--- src/rtl/sfdpr_cfg.svh ---
/*
 * Constants of the discoverable-parameter byte table: CFI header bytes
 * and the first four dwords of the basic flash parameter table.
 * Assumes inclusion by bare name from the rtl files; definitions only.
 */
// Notes on behaviour
// - identifier byte A5h at relative offset zero
// - length byte 88h, 136 following bytes
// - basic table starts at address 1090h
// - byte zero E7h, top ones, big buffer
// - bits 4:3 zero, 06h write enable, nonvolatile
// - no uniform 4-KB erase, opcode FFh
// - third byte B2h, or BAh with DDR
// - quad and dual I/O yes, outputs no
// - address bytes field 01b, three or four
// - density 1FFFFFFFh, least significant byte first
// - quad I/O cycles byte 48h
// - quad I/O opcode EBh follows
// - quad-output cycles and opcode all ones
// - dual-output cycles and opcode all ones
// - dual I/O cycles byte 88h
// - dual I/O opcode BBh follows
// - top byte of dword one FFh
// - one contiguous run, CFI offset two above
// - sector map follows fixed tables directly
`ifndef SFDPR_CFG_SVH
`define SFDPR_CFG_SVH

`define SFDPR_BASIC_BASE 16'h1090
`define SFDPR_CFI_SKEW 16'h0002
`define SFDPR_TBL_LEN 16'h0012
`define SFDPR_FIXED_LEN 16'h0088
`define SFDPR_IDX_OUT 16'hFFFF
`define SFDPR_BITS_LAST 3'h7

`define SFDPR_IDX_ID 5'h00
`define SFDPR_IDX_LEN 5'h01
`define SFDPR_IDX_DW1_B0 5'h02
`define SFDPR_IDX_DW1_B1 5'h03
`define SFDPR_IDX_DW1_B2 5'h04
`define SFDPR_IDX_DW1_B3 5'h05
`define SFDPR_IDX_DW2_B0 5'h06
`define SFDPR_IDX_DW2_B1 5'h07
`define SFDPR_IDX_DW2_B2 5'h08
`define SFDPR_IDX_DW2_B3 5'h09
`define SFDPR_IDX_QIO_CYC 5'h0A
`define SFDPR_IDX_QIO_OP 5'h0B
`define SFDPR_IDX_QO_CYC 5'h0C
`define SFDPR_IDX_QO_OP 5'h0D
`define SFDPR_IDX_DO_CYC 5'h0E
`define SFDPR_IDX_DO_OP 5'h0F
`define SFDPR_IDX_DIO_CYC 5'h10
`define SFDPR_IDX_DIO_OP 5'h11

`define SFDPR_ID 8'hA5
`define SFDPR_LEN 8'h88
`define SFDPR_FILL 8'hFF
`define SFDPR_B0_UNUSED 3'h7
`define SFDPR_B0_WREN 2'h0
`define SFDPR_B0_BIGBUF 1'h1
`define SFDPR_B0_NO4K 2'h3
`define SFDPR_4K_OP 8'hFF
`define SFDPR_DENSITY 32'h1FFFFFFF
`define SFDPR_ADDR_BYTES 2'h1
`define SFDPR_QIO_MODE 3'h2
`define SFDPR_QIO_DUMMY 5'h08
`define SFDPR_QIO_OP 8'hEB
`define SFDPR_ABSENT_MODE 3'h7
`define SFDPR_ABSENT_DUMMY 5'h1F
`define SFDPR_ABSENT_OP 8'hFF
`define SFDPR_DIO_MODE 3'h4
`define SFDPR_DIO_DUMMY 5'h08
`define SFDPR_DIO_OP 8'hBB

`endif

--- src/rtl/sfdpr_pkg.sv ---
/*
 * Types shared by the parameter table reader and its byte store.
 * Assumes nothing beyond a SystemVerilog compiler.
 */
package sfdpr_pkg;
    typedef logic [7:0] sfdpr_byte_t;
    typedef logic [4:0] sfdpr_idx_t;
    typedef logic [15:0] sfdpr_addr_t;
    typedef enum logic [1:0] {
        SFDPR_IDLE,
        SFDPR_FETCH,
        SFDPR_CAPT,
        SFDPR_HOLD
    } sfdpr_state_t;
endpackage

--- src/rtl/sfdpr_rom_if.sv ---
/*
 * Read port between the table reader and the byte store.
 * Assumes both ends run on sys_clk; read data lag the request by one edge.
 */
`timescale 1ns/1ps
interface sfdpr_rom_if;
    import sfdpr_pkg::*;
    logic rd_en;
    sfdpr_idx_t idx;
    sfdpr_byte_t data;
    modport reader (output rd_en, output idx, input data);
    modport store (input rd_en, input idx, output data);
endinterface

--- src/rtl/sfdpr_param_rom.sv ---
/*
 * Parameter table reader: maps a CFI-relative or SFDP address onto the
 * table, fetches bytes in order and shifts them out MSB first.
 * Assumes requests come from logic on sys_clk, so no input synchroniser.
 */
`timescale 1ns/1ps
`include "sfdpr_cfg.svh"
module sfdpr_param_rom
    import sfdpr_pkg::*;
#(
    parameter bit DDR_VARIANT = 1'b0
) (
    input wire sys_clk,
    input wire rst_n,
    input wire rd_start,
    input wire rd_space,
    input wire [15:0] rd_addr,
    input wire byte_req,
    input wire bit_tick,
    output logic [7:0] rd_data,
    output logic rd_valid,
    output logic rd_hit,
    output logic past_fixed,
    output logic ser_dout,
    output logic bit_last
);
    sfdpr_rom_if rom_bus ();

    sfdpr_state_t state_r;
    sfdpr_state_t state_nxt;
    sfdpr_addr_t idx_r;
    sfdpr_addr_t idx_nxt;
    sfdpr_addr_t start_idx;
    sfdpr_byte_t data_r;
    sfdpr_byte_t data_nxt;
    sfdpr_byte_t shift_r;
    sfdpr_byte_t shift_nxt;
    logic [2:0] bit_cnt_r;
    logic [2:0] bit_cnt_nxt;
    logic valid_r;
    logic valid_nxt;
    logic hit_r;
    logic hit_nxt;
    logic past_r;
    logic past_nxt;
    logic ser_r;
    logic ser_nxt;
    logic last_r;
    logic last_nxt;
    logic advance;
    logic in_table;

    sfdpr_rom #(
        .DDR_VARIANT(DDR_VARIANT)
    ) u_rom (
        .sys_clk(sys_clk),
        .rst_n(rst_n),
        .rom(rom_bus.store)
    );

    // sfdp addresses sit two below the cfi offsets of the same byte
    always_comb begin
        if (!rd_space) begin
            start_idx = rd_addr;
        end else if (rd_addr >= (`SFDPR_BASIC_BASE - `SFDPR_CFI_SKEW)) begin
            start_idx = rd_addr - (`SFDPR_BASIC_BASE - `SFDPR_CFI_SKEW);
        end else begin
            start_idx = `SFDPR_IDX_OUT;
        end
    end

    assign in_table = (idx_r < `SFDPR_TBL_LEN);
    // a full shifted byte counts as a request for the next one
    assign advance = byte_req || (bit_tick && (bit_cnt_r == `SFDPR_BITS_LAST));

    assign rom_bus.rd_en = (state_r == SFDPR_FETCH) && in_table;
    assign rom_bus.idx = idx_r[4:0];

    always_comb begin
        state_nxt = state_r;
        idx_nxt = idx_r;
        if (rd_start) begin
            // a new start wins over any byte in flight
            state_nxt = SFDPR_FETCH;
            idx_nxt = start_idx;
        end else begin
            case (state_r)
                SFDPR_IDLE: state_nxt = SFDPR_IDLE;
                SFDPR_FETCH: state_nxt = SFDPR_CAPT;
                SFDPR_CAPT: state_nxt = SFDPR_HOLD;
                SFDPR_HOLD: begin
                    if (advance) begin
                        state_nxt = SFDPR_FETCH;
                        if (idx_r != `SFDPR_IDX_OUT) begin
                            idx_nxt = idx_r + 16'h0001;
                        end
                    end
                end
                default: state_nxt = SFDPR_IDLE;
            endcase
        end
    end

    always_comb begin
        data_nxt = data_r;
        valid_nxt = 1'b0;
        hit_nxt = hit_r;
        past_nxt = past_r;
        shift_nxt = shift_r;
        bit_cnt_nxt = bit_cnt_r;
        ser_nxt = ser_r;
        last_nxt = 1'b0;
        if (state_r == SFDPR_CAPT && !rd_start) begin
            // beyond this table the run continues elsewhere; fill bytes here
            data_nxt = in_table ? rom_bus.data : `SFDPR_FILL;
            hit_nxt = in_table;
            // the sector map starts right after the fixed tables
            past_nxt = (idx_r != `SFDPR_IDX_OUT) && (idx_r >= `SFDPR_FIXED_LEN);
            valid_nxt = 1'b1;
            shift_nxt = data_nxt;
            bit_cnt_nxt = 3'h0;
            ser_nxt = data_nxt[7];
        end else if (state_r == SFDPR_HOLD && !rd_start && !advance) begin
            valid_nxt = 1'b1;
            if (bit_tick) begin
                shift_nxt = {shift_r[6:0], 1'b1};
                bit_cnt_nxt = bit_cnt_r + 3'h1;
                ser_nxt = shift_r[6];
                last_nxt = (bit_cnt_nxt == `SFDPR_BITS_LAST);
            end else begin
                last_nxt = last_r;
            end
        end else if (rd_start) begin
            hit_nxt = 1'b0;
            past_nxt = 1'b0;
        end
    end

    always_ff @(posedge sys_clk) begin
        if (!rst_n) begin
            state_r <= SFDPR_IDLE;
            idx_r <= 16'h0000;
            data_r <= `SFDPR_FILL;
            valid_r <= 1'b0;
            hit_r <= 1'b0;
            past_r <= 1'b0;
            shift_r <= `SFDPR_FILL;
            bit_cnt_r <= 3'h0;
            ser_r <= 1'b1;
            last_r <= 1'b0;
        end else begin
            state_r <= state_nxt;
            idx_r <= idx_nxt;
            data_r <= data_nxt;
            valid_r <= valid_nxt;
            hit_r <= hit_nxt;
            past_r <= past_nxt;
            shift_r <= shift_nxt;
            bit_cnt_r <= bit_cnt_nxt;
            ser_r <= ser_nxt;
            last_r <= last_nxt;
        end
    end

    assign rd_data = data_r;
    assign rd_valid = valid_r;
    assign rd_hit = hit_r;
    assign past_fixed = past_r;
    assign ser_dout = ser_r;
    assign bit_last = last_r;
endmodule

--- src/rtl/sfdpr_rom.sv ---
/*
 * Byte store of the parameter table, read data from a register.
 * Assumes one read per rd_en; idx beyond the table returns fill bytes.
 */
`timescale 1ns/1ps
`include "sfdpr_cfg.svh"
module sfdpr_rom
    import sfdpr_pkg::*;
#(
    parameter bit DDR_VARIANT = 1'b0
) (
    input wire sys_clk,
    input wire rst_n,
    sfdpr_rom_if.store rom
);
    sfdpr_byte_t data_r;
    sfdpr_byte_t data_nxt;
    sfdpr_byte_t dw1_b0;
    sfdpr_byte_t dw1_b2;
    logic [31:0] density;

    always_comb begin
        dw1_b0 = {`SFDPR_B0_UNUSED, `SFDPR_B0_WREN, `SFDPR_B0_BIGBUF, `SFDPR_B0_NO4K};
        // unused, quad out, quad io, dual io, ddr, address bytes, dual out
        dw1_b2 = {1'b1, 1'b0, 1'b1, 1'b1, DDR_VARIANT, `SFDPR_ADDR_BYTES, 1'b0};
        density = `SFDPR_DENSITY;
        data_nxt = data_r;
        if (rom.rd_en) begin
            case (rom.idx)
                `SFDPR_IDX_ID: data_nxt = `SFDPR_ID;
                `SFDPR_IDX_LEN: data_nxt = `SFDPR_LEN;
                `SFDPR_IDX_DW1_B0: data_nxt = dw1_b0;
                `SFDPR_IDX_DW1_B1: data_nxt = `SFDPR_4K_OP;
                `SFDPR_IDX_DW1_B2: data_nxt = dw1_b2;
                `SFDPR_IDX_DW1_B3: data_nxt = `SFDPR_FILL;
                `SFDPR_IDX_DW2_B0: data_nxt = density[7:0];
                `SFDPR_IDX_DW2_B1: data_nxt = density[15:8];
                `SFDPR_IDX_DW2_B2: data_nxt = density[23:16];
                `SFDPR_IDX_DW2_B3: data_nxt = density[31:24];
                `SFDPR_IDX_QIO_CYC: data_nxt = {`SFDPR_QIO_MODE, `SFDPR_QIO_DUMMY};
                `SFDPR_IDX_QIO_OP: data_nxt = `SFDPR_QIO_OP;
                `SFDPR_IDX_QO_CYC: data_nxt = {`SFDPR_ABSENT_MODE, `SFDPR_ABSENT_DUMMY};
                `SFDPR_IDX_QO_OP: data_nxt = `SFDPR_ABSENT_OP;
                `SFDPR_IDX_DO_CYC: data_nxt = {`SFDPR_ABSENT_MODE, `SFDPR_ABSENT_DUMMY};
                `SFDPR_IDX_DO_OP: data_nxt = `SFDPR_ABSENT_OP;
                `SFDPR_IDX_DIO_CYC: data_nxt = {`SFDPR_DIO_MODE, `SFDPR_DIO_DUMMY};
                `SFDPR_IDX_DIO_OP: data_nxt = `SFDPR_DIO_OP;
                default: data_nxt = `SFDPR_FILL;
            endcase
        end
    end

    always_ff @(posedge sys_clk) begin
        if (!rst_n) begin
            data_r <= `SFDPR_FILL;
        end else begin
            data_r <= data_nxt;
        end
    end

    assign rom.data = data_r;
endmodule

--- config.mk ---
export PLATFORM = sky130hd
export DESIGN_NAME = sfdpr_param_rom
export DESIGN_NICKNAME = d
export VERILOG_FILES = /design/src/rtl/sfdpr_pkg.sv /design/src/rtl/sfdpr_rom_if.sv /design/src/rtl/sfdpr_param_rom.sv /design/src/rtl/sfdpr_rom.sv
export VERILOG_INCLUDE_DIRS = /design/src /design/src/rtl
export SDC_FILE = /design/constraint.sdc
export NUM_CORES = 1
export LEC_CHECK = 0
export BUFFER_PORTS_ARGS = -buffer_cell sky130_fd_sc_hd__buf_2
export CAP_MARGIN = 20
export CORE_AREA = 2 2 66 130
export CTS_BUF_LIST = sky130_fd_sc_hd__clkbuf_8
export DETAILED_ROUTE_END_ITERATION = 7
export DIE_AREA = 0 0 68 132
export GPL_TIMING_DRIVEN = 0
export PLACE_DENSITY = 0.65
export SLEW_MARGIN = 20
export SYNTH_ARGS = -nofsm -noshare
export SYNTH_HDL_FRONTEND = slang
export SYNTH_HIERARCHICAL = 1
export SYNTH_SLANG_ARGS = --single-unit
--- constraint.sdc ---
create_clock -name sys_clk -period 5.5 [get_ports sys_clk]
set_clock_uncertainty 0.05 [all_clocks]
set_input_delay 0.825 -clock sys_clk [delete_from_list [all_inputs] [get_ports sys_clk]]
set_output_delay 0.825 -clock sys_clk [all_outputs]
set_load 0.05 [all_outputs]
==> reports/metrics.cfg, run 1 <==
[cts]
cts_made_buffers=5
cts.clk_slew.worst_paths_ns=0.10
hold_buffers=0
cts_setup_buffers=0
cts.repair.resized=0
root_buffer=clkbuf_8
cts_sinks=49
clock_latency_ns=0.32
htreeDepth=2
clk_path_buf_depth=2
cts_tree=yes

[route]
initialDrtViolationCount=179
wirelength_um=8325
drc=0
drt-pass1-iter-count=4
antenna_left=0
via_per_inst=5.736
wl_per_cell_um=16.26
vias=2937

[final_layout]
most-common-layout-cells=49 x dfxtp_1, 39 x nor2_1, 37 x buf_2
layout-drive-gt1-share_pct=18.27
nets=450
syn_to_final_growth_pct=12.82
seqCellArea_sq_um=980.9
multi_input_comb_area_sq_um=1961
fillers=833
antenna_cells=0
final_common_cell=dfxtp_1

[sta]
relSlewSlack_pct=45.67
finalMaxSlewViolations=0
fin_ws_ns=3.045
worstMarginPinSlew_ns=0.8044
setup_tns_ns=0
max_freq_mhz=407.3
min_period_ns=2.455
rsz0062_at_grt=false
finalHoldViolations=0
setup_viol=0
min_period_over_period_pct=44.64

[status]
status=completed

[worst_setup_path]
path_buf_inv=1
crit_arrival_ns=2.64
crit_path_start_kind=input pin
slowest_delay_ns=0.59
reg2reg_to=u_rom/rom.data[4]$_SDFFE_PN1P_
path_depth=6
startpoint=rd_addr[10]
end_kind=flop
reg2reg_depth=7
cp-endpoint=idx_r[10]$_SDFFE_PN0P_
worstPathCellList=buf_2 > or4_4 > o31a_4 > nor2_1 > a21oi_1 > a211oi_1
required_ns=5.69
crit_family=simple AND/OR/NAND/NOR gates
worstPathMaxFanout=7
critical_path.slowest_cell=or4_4
r2r-start=idx_r[10]$_SDFFE_PN0P_
reg2reg_slack_ns=3.10
worst-setup-path-type=input pin to flop

[run]
maxCapViolCount=0

[floorplan]
die-area_sq_um=8976
die_w_um=68
start_util_pct=39.32
io_pins=35
core_area_sq_um=7943
rows=46
die_y_um=132

[yosys]
ys_seq_elements=49
post_synth_num_cell_types=71
syn_area_sq_um=3123
yosys.area.top_type=dfxtp_1
yosys.area.top_type_share_pct=31.41
synth_area_per_cell_sq_um=8.306
synth-main-ff-cell=dfxtp_1
synthCells=376
synth_edf_count=0
synth-async-reset-ratio_pct=0
yosysWarnings=6
syn-num-nets=411
yosysSeqAreaShare_pct=31.41
synthTopCellsByArea=dfxtp_1 31%, ha_1 5.2%, nor2_1 4.7%, xnor2_1 3.9%, a21oi_1 3.8%

[placement]
pre_cts_ws_ns=2.735
place.gp.congestion=0.8607
hpwl_um=6602
port_buffers=32

[power_and_ir_drop]
ir_drop_v=0.0001287
power_uw=779.8
p_leak_nw=1.310
powerDensity_nw_per_um2=221.3

[global_route]
grt_pass1_wl_um=13640
antenna_found_initial=0
grt_pass1_vias=2963
overflow=0
grt_max_degree=16
grt_usage_pct=19.93

[min_path]
hold_path.class=flop to flop

where the power goes:
group          total (mW)  internal, mW  leakage (nW)  switching (mW)
clock network       0.275         0.148        0.0574           0.127
logic               0.123        0.0511         0.853          0.0718
registers           0.382         0.365         0.400          0.0167
per-layer routing:
| layer | vias to the layer above | GRT usage [%] | share of wire [%] |
|---|---|---|---|
| met2 | 78 | 37.86 | 57 |
| met4 | 0 | 11.33 | 4.6 |
| met3 | 24 | 3.330 | 3.4 |
| met1 | 1371 | 18.38 | 35 |
| met5 | - | 0 | 0 |
| li1 | 1464 | - | - |
tightest hold or removal path, cell delays in order, from the launching register on:
cell and delay [ns]:
dfxtp_1 0.32, nand2_1 0.05, a21oi_1 0.05
metrics by stage:
step | hold WS, ns | cell area [sq um] | utilization (%) | instances
finish | 0.4154 | 3523 | 44.36 | 512
global route | 0.4541 | 3523 | 44.36 | 512
CTS | 0.4150 | 3523 | 44.36 | 512
detailed placement | 0.4024 | 3403 | 42.85 | 504
global placement | 0.4030 | 3403 | 42.85 | 504
floorplan | 0.4204 | 3123 | - | 376
logic make-up after synthesis:
family	count (synthesis)	synth area share, %
AO/OA/AOI/OAI	104	24.04
XOR/XNOR	16	4.487
adder cells (fa/ha/maj)	13	5.208
buffers and inverters	36	5.810
flip-flops	49	31.41
multiplexers	11	3.806
AND/OR/NAND/NOR	147	25.24
worst min path at each step:
stage | startpoint | endpoint | slack, ns | cells after the start
after global placement | past_fixed$_SDFFE_PN0P_ | past_fixed$_SDFFE_PN0P_ | 0.40 | 2
after global routing | past_fixed$_SDFFE_PN0P_ | past_fixed$_SDFFE_PN0P_ | 0.45 | 2
after CTS | past_fixed$_SDFFE_PN0P_ | past_fixed$_SDFFE_PN0P_ | 0.42 | 2
after detailed placement | past_fixed$_SDFFE_PN0P_ | past_fixed$_SDFFE_PN0P_ | 0.40 | 2
after floorplan | bit_cnt_r[2]$_SDFFE_PP0P_ | bit_cnt_r[2]$_SDFFE_PP0P_ | 0.42 | 2
final | past_fixed$_SDFFE_PN0P_ | past_fixed$_SDFFE_PN0P_ | 0.42 | 2
synthesized netlist by cell type (3+ instances only):
| cell | n |
|---|---|
| clkbuf_1 | 7 |
| nand4_1 | 6 |
| nor3_1 | 20 |
| ha_1 | 13 |
| nand2b_1 | 10 |
| mux2_2 | 7 |
| a211oi_1 | 11 |
| nand2_1 | 27 |
| nand3_1 | 9 |
| a21oi_1 | 24 |
| a31o_2 | 3 |
| buf_2 | 5 |
| nor3b_1 | 3 |
| a21o_1 | 5 |
| inv_1 | 16 |
| o21ai_1 | 3 |
| xnor2_1 | 14 |
| and3_1 | 4 |
| nor2_1 | 39 |
| o22ai_1 | 15 |
| mux2i_1 | 4 |
| nor4_1 | 4 |
| dfxtp_1 | 49 |
| o21ai_0 | 14 |
| o32ai_1 | 5 |
final cells by class:
class | count | share of cell area, %
buffer | 20 | 3.445
clock buffer | 6 | 2.344
clock inverter | 2 | 1.065
inverter | 16 | 1.705
multi-input combinational | 291 | 55.65
sequential | 49 | 27.84
tap | 96 | 3.409
timing repair buffer | 32 | 4.545
state kept, by name, indices dropped and copies added, names as in the netlist:
register        cells
idx_r              16
rd_data             8
u_rom/rom.data      8
shift_r             7
bit_cnt_r           3
state_r             2
bit_last            1
past_fixed          1
rd_hit              1
rd_valid            1
ser_dout            1
No activity file was read; power rests on OpenSTA's default activity.
==> run 2: changes to the inputs <==
==> constraint.sdc (replaced) <==
create_clock -name sys_clk -period 2.4 [get_ports sys_clk]
set_clock_uncertainty 0.05 [all_clocks]
set_input_delay 0.36 -clock sys_clk [delete_from_list [all_inputs] [get_ports sys_clk]]
set_output_delay 0.36 -clock sys_clk [all_outputs]
set_load 0.05 [all_outputs]
==> run 2 against run 1 <==
Compared with the run above: first-iteration DRC count is 14% lower; sequential share of layout area is 0.15 points lower; die area stayed put; clock-buffer cell count stayed put; combinational power is 130% higher; critical path depth is 2 higher; worst setup slack worse by 2.9 ns; core utilization is 0.30 points higher; register-to-register slack worse by 2.9 ns; global-route usage stayed put.
==> reports/metrics.cfg, run 2 (same netlist as run 1, synthesis figures left out) <==
[sta]
setup_viol=0  ; unchanged
fin_ws_ns=0.1917  ; was 3.045 ns
min_period_ns=2.208
setup_tns_ns=0  ; unchanged
timing.hold.ws_ns=0.3024  ; was 0.4154 ns
rsz0062_at_grt=false  ; unchanged
finalMaxSlewViolations=0  ; unchanged
max_freq_mhz=452.8
worstMarginPinSlew_ns=0.7802  ; was 0.8044 ns
relSlewSlack_pct=47.31  ; was 45.67%
finalHoldViolations=0  ; unchanged
min_period_over_period_pct=92.01

[worst_setup_path]
crit_arrival_ns=2.34  ; was 2.64 ns
required_ns=2.54  ; was 5.69 ns
end_kind=flop  ; unchanged
worst-setup-path-type=flop to flop  ; was input pin to flop
crit_path_start_kind=flop  ; was input pin
worstPathMaxFanout=10  ; was 7

[placement]
place.gp.congestion=0.8607  ; unchanged
pre_cts_ws_ns=-0.0004408  ; was 2.735 ns
hpwl_um=6602  ; unchanged
dpl-instance-area_sq_um=3403  ; unchanged
dp_cells=504  ; unchanged
port_buffers=32  ; unchanged

[floorplan]
die-area_sq_um=8976  ; unchanged
die_y_um=132  ; unchanged
start_util_pct=39.32  ; unchanged
io_pins=35  ; unchanged
rows=46  ; unchanged
die_w_um=68  ; unchanged
core_area_sq_um=7943  ; unchanged

[run]
maxCapViolCount=0  ; unchanged

[route]
initialDrtViolationCount=154  ; was 179
drt-pass1-iter-count=4  ; unchanged
drc=0  ; unchanged
antenna_left=0  ; unchanged
wirelength_um=8292  ; was 8325 um
via_per_inst=5.747  ; was 5.736
vias=2954  ; was 2937
wl_per_cell_um=16.13  ; was 16.26 um

[final_layout]
final_common_cell=dfxtp_1  ; unchanged
fin_area_sq_um=3547  ; was 3523 sq um
fin_cells=514  ; was 512
most-common-layout-cells=48 x dfxtp_1, 39 x nor2_1, 38 x buf_2  ; was 49 x dfxtp_1, 39 x nor2_1, 37 x buf_2
syn_to_final_growth_pct=13.58  ; was 12.82%
layout-drive-gt1-share_pct=19.38  ; was 18.27%
nets=452  ; was 450
largest_reg_flops=16  ; unchanged
max_flop_register=idx_r  ; unchanged
antenna_cells=0  ; unchanged

[cts]
cts_tree=yes  ; unchanged
clock_latency_ns=0.31  ; was 0.32 ns
hold_buffers=0  ; unchanged
root_buffer=clkbuf_8  ; unchanged
cts_sinks=49  ; unchanged
clk_path_buf_depth=2  ; unchanged
cts_made_buffers=5  ; unchanged
htreeDepth=2  ; unchanged
cts.clk_slew.worst_paths_ns=0.09  ; was 0.10 ns

[min_path]
hold_path.class=input pin to flop  ; was flop to flop

[global_route]
grt_max_degree=16  ; unchanged
antenna_found_initial=0  ; unchanged
grt_usage_pct=19.93  ; unchanged
grt_pass1_wl_um=13640  ; unchanged
grt_pass1_vias=2973  ; was 2963
overflow=0  ; unchanged

[status]
status=completed  ; unchanged

[power_and_ir_drop]
ir_drop_v=0.0002917  ; was 0.0001287 V
powerDensity_nw_per_um2=505.1  ; was 221.3 nW/um^2
p_leak_nw=1.321  ; was 1.310 nW

run 2: cell count changes in the layout (fill, tap and decap cells not counted):
| cell | previous run | this run |
|---|---|---|
| buf_2 | 37 | 38 |
| a2111oi_0 | 1 | 0 |
| buf_4 | 1 | 3 |
| a2111oi_2 | 1 | 2 |
| dfxtp_2 | 0 | 1 |
| dfxtp_1 | 49 | 48 |
| buf_1 | 2 | 1 |
run 2: critical path, stage by stage, from the launching register on:
cell	delay [ns]
dfxtp_1	0.34
ha_1	0.19
ha_1	0.19
a21oi_1	0.29
nand4b_1	0.26
buf_2	0.28
mux2_2	0.29
o22ai_1	0.13
nand2_1	0.07
run 2: what timing repair did:
item / CTS / global route
resized for setup: 0 / 5
setup endpoints to repair: 1 / 6
pin swaps: 1 / 0
buffers inserted: 2 / 0
run 2: final timing paths:
path | start | endpoint | slack, ns | cells after the start
worst max register to register | bit_cnt_r[1]$_SDFFE_PP0P_ | shift_r[2]$_SDFFE_PN1P_ | 0.19 | 8
worst min register to register | past_fixed$_SDFFE_PN0P_ | past_fixed$_SDFFE_PN0P_ | 0.41 | 2
worst max-delay path | bit_cnt_r[1]$_SDFFE_PP0P_ | shift_r[2]$_SDFFE_PN1P_ | 0.19 | 8
worst min-delay path | rd_addr[13] | idx_r[13]$_SDFFE_PN0P_ | 0.30 | 3
run 2: final cells by class:
| type | instances | area [sq um] |
|---|---|---|
| Tap cell | 96 | 120.1 |
| Fill cell | 826 | 4395 |
| Clock inverter | 2 | 37.54 |
| Sequential cell | 49 | 982.2 |
| Inverter | 16 | 60.06 |
| Timing Repair Buffer | 34 | 175.2 |
| Buffer | 20 | 122.6 |
| Clock buffer | 6 | 82.58 |
| Multi-Input combinational cell | 291 | 1967 |
run 2: where the power goes:
group,leakage (nW),switching (mW),internal [mW]
logic,0.863,0.165,0.121
clock network,0.0574,0.289,0.339
registers,0.400,0.0388,0.838
run 2: per-layer routing:
layer	routed length, um	GRT usage [%]	vias up
li1	-	-	1463
met4	388	11.33	0
met1	2859	18.38	1389
met2	4770	37.86	77
met3	274	3.330	25
met5	0	0	-
run 2: metrics by stage:
stage | total power, mW | utilization [%]
floorplan | 1.076 | -
global placement | 1.167 | 42.85
detailed placement | 1.173 | 42.85
CTS | 1.798 | 44.55
global route | 1.869 | 44.66
finish | 1.792 | 44.66
